===== src/hw/dlsa_defines.vh =====
// Purpose: constants for the access side system registers
// Assumes: byte wide register port, offsets as printed
// Notes: included by dlsa_regs.v
`ifndef DLSA_DEFINES_VH
`define DLSA_DEFINES_VH
`define DLSA_OFS_RESET_REQ 4'h8
`define DLSA_OFS_CLK_SEL 4'h9
`define DLSA_OFS_SYS_CTRL 4'ha
`define DLSA_OFS_SYS_STAT 4'hb
`define DLSA_OFS_CRC_STAT 4'hc
`define DLSA_CLK_SEL_RST 2'h3
`define DLSA_CLK_SEL_16M 2'h1
`define DLSA_CLK_SEL_8M 2'h2
`define DLSA_CLK_SEL_4M 2'h3
`define DLSA_BIT_SYSTEM_CLOCK_REQUEST 0
`define DLSA_BIT_UROW_DONE 1
`define DLSA_BIT_LOCK 0
`define DLSA_BIT_UROW_RDY 2
`define DLSA_BIT_NVM_RDY 3
`define DLSA_BIT_SLEEP 4
`define DLSA_BIT_RST_ACT 5
`define DLSA_RESET_REQUEST_FIELD_RESET 8'h59
`define DLSA_RESET_REQUEST_FIELD_RUN 8'h00
`define DLSA_CRC_OFF 3'h0
`define DLSA_CRC_BUSY 3'h1
`define DLSA_CRC_OK 3'h2
`define DLSA_CRC_FAIL 3'h4
`endif


===== src/hw/dlsa_regs.v =====
// Purpose: system side control and status registers of the debug link access layer
// Assumes: one clock, synchronous active low reset, one cycle read/write strobes
// Notes: read data is registered, one cycle after the read strobe
//
// Functional notes
// select field picks 16, 8, 4 MHz
// select field resets to 4 MHz setting
// debugger keeps 4 MHz unless brownout highest
// writing done bit starts user row program
// debugger writes done after data in RAM
// done bit writable only with key decoded
// clock request bit requests system clock always
// clock request cleared when link disabled
// clock request set on programming mode enable
// reset active bit shows system reset
// reading status clears reset active bit
// sleep bit shows idle or deeper sleep
// nvm ready bit shows programming may start
// debugger resets system after nvm programming
// user row ready bit shows programming may start
// lock bit one when locked, reset one
// crc field one-hot status encoding
// reset signature asserts, zero releases system reset
// link disable resets all configuration and keys
// reserved bits read zero, writes ignored
`timescale 1ns/1ps
`include "dlsa_defines.vh"
module dlsa_regs #(
    parameter ADDR_W = 4
) (
    input wire clk,
    input wire rstn,
    input wire link_disable,
    input wire prog_mode_enable,
    input wire reg_wr,
    input wire reg_rd,
    input wire [ADDR_W-1:0] reg_addr,
    input wire [7:0] reg_wdata,
    output reg [7:0] reg_rdata_ff,
    input wire user_row_key_ok,
    input wire sys_reset_in,
    input wire sys_sleep_in,
    input wire nvm_prog_ok_in,
    input wire user_row_prog_ok_in,
    input wire lock_in,
    input wire [2:0] crc_status_in,
    output reg [1:0] link_clock_divider_select_ff,
    output reg system_clock_request_ff,
    output reg user_row_program_done_ff,
    output reg system_reset_hold_ff,
    output wire system_reset_req
);

    reg [7:0] reset_request_field_ff;
    reg system_reset_active_ff;
    reg lock_ff;
    wire live_rstn;
    wire wr_sel;
    wire wr_ctrl;
    wire wr_req;
    wire rd_stat;
    reg [1:0] nxt_sel;
    reg [7:0] nxt_rdata;

    function hit;
        input [ADDR_W-1:0] a;
        input [3:0] ofs;
        begin
            hit = (a == ofs);
        end
    endfunction

    assign live_rstn = rstn & ~link_disable;
    assign wr_sel = reg_wr & hit(reg_addr, `DLSA_OFS_CLK_SEL);
    assign wr_ctrl = reg_wr & hit(reg_addr, `DLSA_OFS_SYS_CTRL);
    assign wr_req = reg_wr & hit(reg_addr, `DLSA_OFS_RESET_REQ);
    assign rd_stat = reg_rd & hit(reg_addr, `DLSA_OFS_SYS_STAT);
    assign system_reset_req = system_reset_hold_ff;

    always @* begin
        nxt_sel = link_clock_divider_select_ff;
        if (wr_sel && reg_wdata[1:0] != 2'h0) begin
            nxt_sel = reg_wdata[1:0];
        end
    end

    always @(posedge clk) begin
        if (!live_rstn) begin
            link_clock_divider_select_ff <= `DLSA_CLK_SEL_RST;
        end else begin
            link_clock_divider_select_ff <= nxt_sel;
        end
    end

    always @(posedge clk) begin
        if (!live_rstn) begin
            system_clock_request_ff <= 1'b0;
        end else if (prog_mode_enable) begin
            system_clock_request_ff <= 1'b1;
        end else if (wr_ctrl) begin
            system_clock_request_ff <= reg_wdata[`DLSA_BIT_SYSTEM_CLOCK_REQUEST];
        end
    end

    always @(posedge clk) begin
        if (!live_rstn) begin
            user_row_program_done_ff <= 1'b0;
        end else if (wr_ctrl && user_row_key_ok) begin
            user_row_program_done_ff <= reg_wdata[`DLSA_BIT_UROW_DONE];
        end
    end

    always @(posedge clk) begin
        if (!live_rstn) begin
            reset_request_field_ff <= `DLSA_RESET_REQUEST_FIELD_RUN;
            system_reset_hold_ff <= 1'b0;
        end else if (wr_req) begin
            reset_request_field_ff <= reg_wdata;
            if (reg_wdata == `DLSA_RESET_REQUEST_FIELD_RESET) begin
                system_reset_hold_ff <= 1'b1;
            end else if (reg_wdata == `DLSA_RESET_REQUEST_FIELD_RUN) begin
                system_reset_hold_ff <= 1'b0;
            end
        end
    end

    always @(posedge clk) begin
        if (!live_rstn) begin
            system_reset_active_ff <= 1'b0;
        end else if (sys_reset_in || system_reset_hold_ff) begin
            system_reset_active_ff <= 1'b1;
        end else if (rd_stat) begin
            system_reset_active_ff <= 1'b0;
        end
    end

    always @(posedge clk) begin
        if (!live_rstn) begin
            lock_ff <= 1'b1;
        end else begin
            lock_ff <= lock_in;
        end
    end

    always @* begin
        nxt_rdata = 8'h00;
        if (hit(reg_addr, `DLSA_OFS_RESET_REQ)) begin
            nxt_rdata = reset_request_field_ff;
        end else if (hit(reg_addr, `DLSA_OFS_CLK_SEL)) begin
            nxt_rdata[1:0] = link_clock_divider_select_ff;
        end else if (hit(reg_addr, `DLSA_OFS_SYS_CTRL)) begin
            nxt_rdata[`DLSA_BIT_SYSTEM_CLOCK_REQUEST] = system_clock_request_ff;
            nxt_rdata[`DLSA_BIT_UROW_DONE] = user_row_program_done_ff;
        end else if (hit(reg_addr, `DLSA_OFS_SYS_STAT)) begin
            nxt_rdata[`DLSA_BIT_RST_ACT] = system_reset_active_ff | system_reset_hold_ff;
            nxt_rdata[`DLSA_BIT_SLEEP] = sys_sleep_in;
            nxt_rdata[`DLSA_BIT_NVM_RDY] = nvm_prog_ok_in;
            nxt_rdata[`DLSA_BIT_UROW_RDY] = user_row_prog_ok_in;
            nxt_rdata[`DLSA_BIT_LOCK] = lock_ff;
        end else if (hit(reg_addr, `DLSA_OFS_CRC_STAT)) begin
            case (crc_status_in)
                `DLSA_CRC_BUSY, `DLSA_CRC_OK, `DLSA_CRC_FAIL: begin
                    nxt_rdata[2:0] = crc_status_in;
                end
                default: begin
                    nxt_rdata[2:0] = `DLSA_CRC_OFF;
                end
            endcase
        end
    end

    always @(posedge clk) begin
        if (!live_rstn) begin
            reg_rdata_ff <= 8'h00;
        end else if (reg_rd) begin
            reg_rdata_ff <= nxt_rdata;
        end
    end

endmodule


===== config.mk =====
export PLATFORM = sky130hd
export DESIGN_NAME = dlsa_regs
export DESIGN_NICKNAME = d
export VERILOG_FILES = /design/src/hw/dlsa_regs.v
export VERILOG_INCLUDE_DIRS = /design/src /design/src/hw
export SDC_FILE = /design/constraint.sdc
export NUM_CORES = 1
export LEC_CHECK = 0
export BUFFER_PORTS_ARGS = -buffer_cell sky130_fd_sc_hd__buf_2
export CAP_MARGIN = 30
export CORE_UTILIZATION = 43
export DETAILED_ROUTE_END_ITERATION = 10
export PLACE_DENSITY = 0.74
export SETUP_SLACK_MARGIN = 0.05
export SLEW_MARGIN = 15
export SYNTH_ARGS = -nofsm -noshare
export SYNTH_HDL_FRONTEND = slang
export SYNTH_SLANG_ARGS = --single-unit
export TNS_END_PERCENT = 30

===== constraint.sdc =====
create_clock -name clk -period 1.1 [get_ports clk]
set_input_delay 0.055 -clock clk [delete_from_list [all_inputs] [get_ports clk]]
set_output_delay 0.055 -clock clk [all_outputs]
set_load 0.05 [all_outputs]

==> metrics.txt, run 1 <==
Synthesis Warnings=0; Die H=52.3 um; Initial DRT Pass Iterations=4; # DRC=0; # Post-CTS Setup Buffers=0; largest net degree at the start of global routing=17; H-tree Lvls=1; Gate Count Post-Synth=116; setup TNS=-0.0853 ns; violated checks=setup timing; Root Buffer=clkbuf_4; GR Util All Layers=0.221; clock slew at reported path FFs=0.13 ns; syn avg cell area=9.37 sq um; pre-CTS setup slack=-0.142 ns; Pwr Total=1.48 mW; worst-path maximum fanout=2; die area=0.00273 sq mm; Setup Crit Path Kind=reg2reg; final hold violation count=0; Seq/Total Area, Yosys=0.423; syn nets=143; worst rel slew slack=0.756; R2R Path Start=link_clock_divider_select_ff[0]$_SDFFE_PN1P_; CP arrival=1.42 ns; Fill cells=196; Ports=41; layout cells sized above 1=0.422; final wirelength=2680 um; cells along the critical path=mux2i_2 -> or4_1 -> a311oi_2; type of the worst min-delay path=in2reg; DR iter-0 viols=24; utilization after layout=0.649; Post-DP HPWL=2070 um; Worst Skew=0.00170 ns; RSZ-0062 raised after global routing=true; grt ovf=0; port bufs=40; final setup violation count=1; clock sink total=23; Crit path max-delay family=simple AND/OR/NAND/NOR gates; Finished Layout Cells=201; Starting Density=0.473; fmax=0.844 GHz; ant diodes=0; Via density=5.24; status=finished with violations; CTS tree=yes; PD cells=990 mW/mm^2; Crit. Startpoint=link_clock_divider_select_ff[0]$_SDFFE_PN1P_; Buffers & Inverters on Critical Path=0; per-cell routed wire length=13.3 um; critical path's slowest cell=or4_1; Max-Cap Viols=0; Final #Nets=201; CP Capture Type=register; Pleak=0.642 nW; Final period util=1.08; Slew @ Worst Pin=0.365 ns; vias in the first global route=1046; Max Root-Sink Buffers=2; Crit path required time=1.33 ns; synth unique cells=34; routability cong.=0.800; first-pass GRT wire length=4470 um; fin crit period=1.19 ns; Core Area=0.00230 sq mm; synth-to-layout area growth=37.1%; Max Slew Vio Count=0; Skew-Pair Late Insertion Delay=0.31 ns; via count=1054; mapped cell area=0.00109 sq mm; Inserted Clock Buffers=3; post-synthesis register bit count=23; worst setup margin=-0.0853 ns; Cells after DPL=192; FP Rows=17; Routed Antenna Nets=0; Critical Path Max Stage Delay=0.42 ns; DIE WIDTH=52.3 um; CP startpoint kind=register; VDD IR max=0.726 mV; Worst Min Path Start=nvm_prog_ok_in; initial antenna violation count=0
[power breakdown]
part / leakage (nW) / switching [mW] / internal (mW) / total (mW)
sequential: 0.188 / 0.00536 / 0.839 / 0.845
clock: 0.0177 / 0.254 / 0.136 / 0.390
combinational: 0.437 / 0.127 / 0.113 / 0.241
total: 0.642 / 0.387 / 1.09 / 1.48
[synthesized netlist by cell type]
library cell	count	area share
a32o_1	1	0.0092
nor3_1	1	0.0046
nor4_1	1	0.0058
and4_1	1	0.0081
or2_2	2	0.012
nand2_1	6	0.021
inv_1	4	0.014
o21a_1	1	0.0069
and4b_1	2	0.018
nand4_1	4	0.023
a211oi_1	1	0.0069
mux2i_1	12	0.11
clkbuf_1	3	0.010
or4_1	2	0.014
nand3_1	3	0.014
nor2_1	18	0.062
nor2b_1	1	0.0058
dfxtp_1	23	0.42
a31oi_1	2	0.012
a221o_1	2	0.018
nor4b_4	1	0.022
buf_4	2	0.014
and3_1	2	0.012
buf_6	3	0.031
a311oi_1	1	0.0081
nor2b_2	1	0.0081
o2bb2ai_1	1	0.0081
nand2b_1	3	0.017
o21ai_0	3	0.014
a311oi_2	1	0.014
a21oi_1	3	0.014
nand4b_1	1	0.0081
a222oi_1	2	0.018
a22oi_1	2	0.014
[routing by layer]
layer | wire length, um | track usage
met1 | 1170 | 0.271
met2 | 1400 | 0.382
met3 | 99 | 0.0377
met4 | 17 | 0.0833
met5 | 0 | 0
[repair_timing]
action / CTS / global route
hold buffers: 5 / 0
pin swaps: 0 / 2
resized for setup: 4 / 3
hold endpoints to repair: 5 / 0
endpoints found under the setup margin: 4 / 5
[worst register-to-register path, delay by kind of cell, from the launching register on]
kind	cells	cell delay [ns]
compound gates	1	0.26
flops	1	0.37
simple gates	1	0.42
mux	1	0.06
[logic make-up after synthesis]
| kind of cell | share of synthesized area |
|---|---|
| compound gates | 0.143 |
| buf+inv | 0.0690 |
| flops | 0.423 |
| mux | 0.110 |
| simple gates | 0.254 |
[area by class of cell]
| cell class | instances | area (sq um) | share of cell area |
|---|---|---|---|
| inverter | 4 | 15.0 | 0.0101 |
| multi-input combinational | 81 | 558 | 0.374 |
| timing repair buffer | 61 | 382 | 0.256 |
| clock inverter | 1 | 5.00 | 0.00336 |
| tap | 28 | 35.0 | 0.0235 |
| sequential | 23 | 473 | 0.317 |
| clock buffer | 3 | 22.5 | 0.0151 |
[cells in the final DEF, fill, tap and decap left out, drive strengths merged, types with 2 or more instances in the layout]
cell and n:
a21oi 3, a221o 2, a222oi 2, a22oi 2
a311oi 2, a31oi 2, and3 2, and4b 2
buf 56, clkbuf 3, dfxtp 23, dlygate4sd3 5
inv 4, mux2i 12, nand2 6, nand2b 3
nand3 3, nand4 4, nor2 18, nor2b 2
o21ai 3, or2 2, or4 2
[metrics by stage]
step           hold WS [ns]  area (sq um)
6_report            0.00805          1490
5_1_grt              0.0118          1490
4_1_cts             0.00361          1480
3_5_place_dp          0.252          1400
3_3_place_gp          0.241          1400
2_1_floorplan         0.162          1100
[flip-flops by register name, indices dropped and copies added, names as in the netlist]
name	cells
system_clock_request_ff	1
link_clock_divider_select_ff	2
reset_request_field_ff	8
system_reset_hold_ff	1
reg_rdata_ff	8
user_row_program_done_ff	1
system_reset_active_ff	1
lock_ff	1
[final timing paths]
check                                         to  slack, ns  cells after the start
max                 reg_rdata_ff[0]$_SDFFE_PN0P_      -0.09                      3
min reg2reg  system_reset_active_ff$_SDFFE_PN0P_       0.49                      2
min                 reg_rdata_ff[3]$_SDFFE_PN0P_      0.008                      3
max reg2reg         reg_rdata_ff[0]$_SDFFE_PN0P_      -0.09                      3
No activity file was read; power rests on OpenSTA's default activity.
==> run 2, diff against run 1 <==
--- a/config.mk
+++ b/config.mk
@@ -11,6 +11,7 @@
 export CORE_UTILIZATION = 43
 export DETAILED_ROUTE_END_ITERATION = 10
 export PLACE_DENSITY = 0.74
+export RECOVER_POWER = 25
 export SETUP_SLACK_MARGIN = 0.05
 export SLEW_MARGIN = 15
 export SYNTH_ARGS = -nofsm -noshare
==> run 2 against run 1 <==
  * The flow still finishes with violations (setup timing)
  * Non-clock buffer count unchanged
  * Design area unchanged
  * Setup slack about the same
  * Global-route usage unchanged
  * Hold slack unchanged
  * Flip-flop and latch count unchanged
  * Sequential power about the same
  * Critical path depth unchanged
  * Cell count unchanged
==> metrics.txt, run 2 (same netlist as run 1, synthesis figures left out) <==
per-cell routed wire length=13.4 um (was 13.3 um); critical path's slowest cell=or4_1 (unchanged); switching pwr=0.387 mW (about the same); Slew @ Worst Pin=0.365 ns (unchanged); final setup violation count=1 (unchanged); Net Sw Frac=0.262 (about the same); CTS tree=yes (unchanged); layout cells sized above 1=0.422 (unchanged); PD cells=990 mW/mm^2 (about the same); Setup Crit Path Kind=reg2reg (unchanged); clock slew at reported path FFs=0.13 ns (about the same); utilization after layout=0.649 (unchanged); WL met2=1400 um (unchanged); Combinational Power Share=0.163 (about the same); CP arrival=1.42 ns (about the same); vias in the first global route=1046 (unchanged); first-pass GRT wire length=4470 um (unchanged); final wirelength=2680 um (about the same); Post-DP HPWL=2070 um (unchanged); Max-Cap Viols=0 (unchanged); synth-to-layout area growth=37.1% (unchanged); setup TNS=-0.0853 ns (about the same); die area=0.00273 sq mm (unchanged); Die H=52.3 um (unchanged); Max Slew Vio Count=0 (unchanged); ant diodes=0 (unchanged); Final period util=1.08 (about the same); fin crit period=1.19 ns (about the same); Root Buffer=clkbuf_4 (unchanged); Clock power frac=0.264 (about the same); hold slack=0.00805 ns (unchanged); type of the worst min-delay path=in2reg (unchanged); GR Util All Layers=0.221 (unchanged); DIE WIDTH=52.3 um (unchanged); violated checks=setup timing (unchanged); Pleak=0.642 nW (about the same); grt ovf=0 (unchanged); # Post-CTS Setup Buffers=0 (unchanged); H-tree Lvls=1 (unchanged); fmax=0.844 GHz (about the same); most common cell after layout, fill and taps aside=buf_2 (unchanged); Starting Density=0.473 (unchanged); worst rel slew slack=0.756 (unchanged); RSZ-0062 raised after global routing=true (unchanged); routability cong.=0.800 (unchanged); Critical Path Max Stage Delay=0.42 ns (about the same); Core Area=0.00230 sq mm (unchanged); Finished Layout Cells=201 (unchanged); Metal-1 WL=1170 um (about the same); via count=1054 (unchanged); Routed Antenna Nets=0 (unchanged); Initial DRT Pass Iterations=4 (unchanged); Worst Skew=0.00174 ns (was 0.00170 ns); Buffers & Inverters on Critical Path=0 (unchanged); FP Rows=17 (unchanged); CP startpoint kind=register (unchanged); Power Internal=1.09 mW (about the same); Final #Nets=201 (unchanged); largest net degree at the start of global routing=17 (unchanged); Skew-Pair Late Insertion Delay=0.31 ns (about the same); VDD IR max=0.726 mV (about the same); port bufs=40 (unchanged); # DRC=0 (unchanged); cells along the critical path=mux2i_2 -> or4_1 -> a311oi_2 (unchanged); Max Root-Sink Buffers=2 (unchanged); final hold violation count=0 (unchanged); top routing layer in use=met4 (unchanged); Via density=5.24 (unchanged); clock sink total=23 (unchanged); Crit path max-delay family=simple AND/OR/NAND/NOR gates (unchanged); status=finished with violations (unchanged); worst setup margin=-0.0853 ns (about the same); CP Capture Type=register (unchanged); DR iter-0 viols=25 (was 24); Ports=41 (unchanged); Crit path required time=1.33 ns (about the same); Cells after DPL=192 (unchanged); Met3 Routed Length=99 um (unchanged); Inserted Clock Buffers=3 (unchanged); most frequent cells in the layout=buf_2 (37), nor2_1 (17), dfxtp_1 (17), buf_4 (17), mux2i_1 (11) (was buf_2 (37), buf_4 (18), nor2_1 (17), dfxtp_1 (17), mux2i_1 (11)); worst-path maximum fanout=2 (unchanged); initial antenna violation count=0 (unchanged); sequential share of power=0.573 (about the same); Top Registers=reg_rdata_ff x8, reset_request_field_ff x8, link_clock_divider_select_ff x2 (unchanged)
-- run 2: cell count changes in the layout (fill, tap and decap cells not counted) --
| cell | previous run | this run |
|---|---|---|
| buf_4 | 18 | 17 |
| clkbuf_4 | 3 | 4 |
-- run 2: area by class of cell --
type                            instances  area (sq um)
Tap cell                               28          35.0
Timing Repair Buffer                   61           382
Sequential cell                        23           473
Clock buffer                            3          22.5
Fill cell                             196           807
Clock inverter                          1          5.00
Multi-Input combinational cell         81           558
Inverter                                4          15.0
-- run 2: per-stage QoR --
step	setup slack, ns	power [mW]	instance area (sq um)
floorplan	-0.150	0.979	1100
global placement	-0.0800	1.08	1400
detailed placement	-0.142	1.09	1400
CTS	-0.101	1.48	1480
global route	-0.123	1.54	1490
finish	-0.0853	1.47	1490
-- run 2: layer usage --
layer,global-route usage,vias up
met5,0,-
met4,0.0833,0
met3,0.0377,2
met2,0.382,19
met1,0.271,496
li1,-,537
-- run 2: power by group through the flow --
| stage | clock, mW | combinational, mW | sequential [mW] |
|---|---|---|---|
| after global placement | 0 | 0.217 | 0.863 |
| after CTS | 0.401 | 0.237 | 0.845 |
| after global routing | 0.433 | 0.261 | 0.847 |
| after detailed placement | 0 | 0.223 | 0.863 |
| after floorplan | 0 | 0.0944 | 0.885 |
| final | 0.390 | 0.240 | 0.845 |
-- run 2: worst min-delay path: stages --
cell	delay (ns)
buf_2	0.08
a222oi_1	0.06
nor2_1	0.09
-- run 2: final timing paths --
kind	end	slack (ns)	from	cells past startpoint
worst max-delay path	reg_rdata_ff[0]$_SDFFE_PN0P_	-0.09	link_clock_divider_select_ff[0]$_SDFFE_PN1P_	3
worst min-delay path	reg_rdata_ff[3]$_SDFFE_PN0P_	0.008	nvm_prog_ok_in	3
worst max register to register	reg_rdata_ff[0]$_SDFFE_PN0P_	-0.09	link_clock_divider_select_ff[0]$_SDFFE_PN1P_	3
worst min register to register	system_reset_active_ff$_SDFFE_PN0P_	0.49	system_reset_active_ff$_SDFFE_PN0P_	2
-- run 2: timing repair --
item	CTS	global route
endpoints found under the setup margin	4	5
hold buffers	5	0
resized for setup	4	3
pin swaps	0	2
hold endpoints to repair	5	0
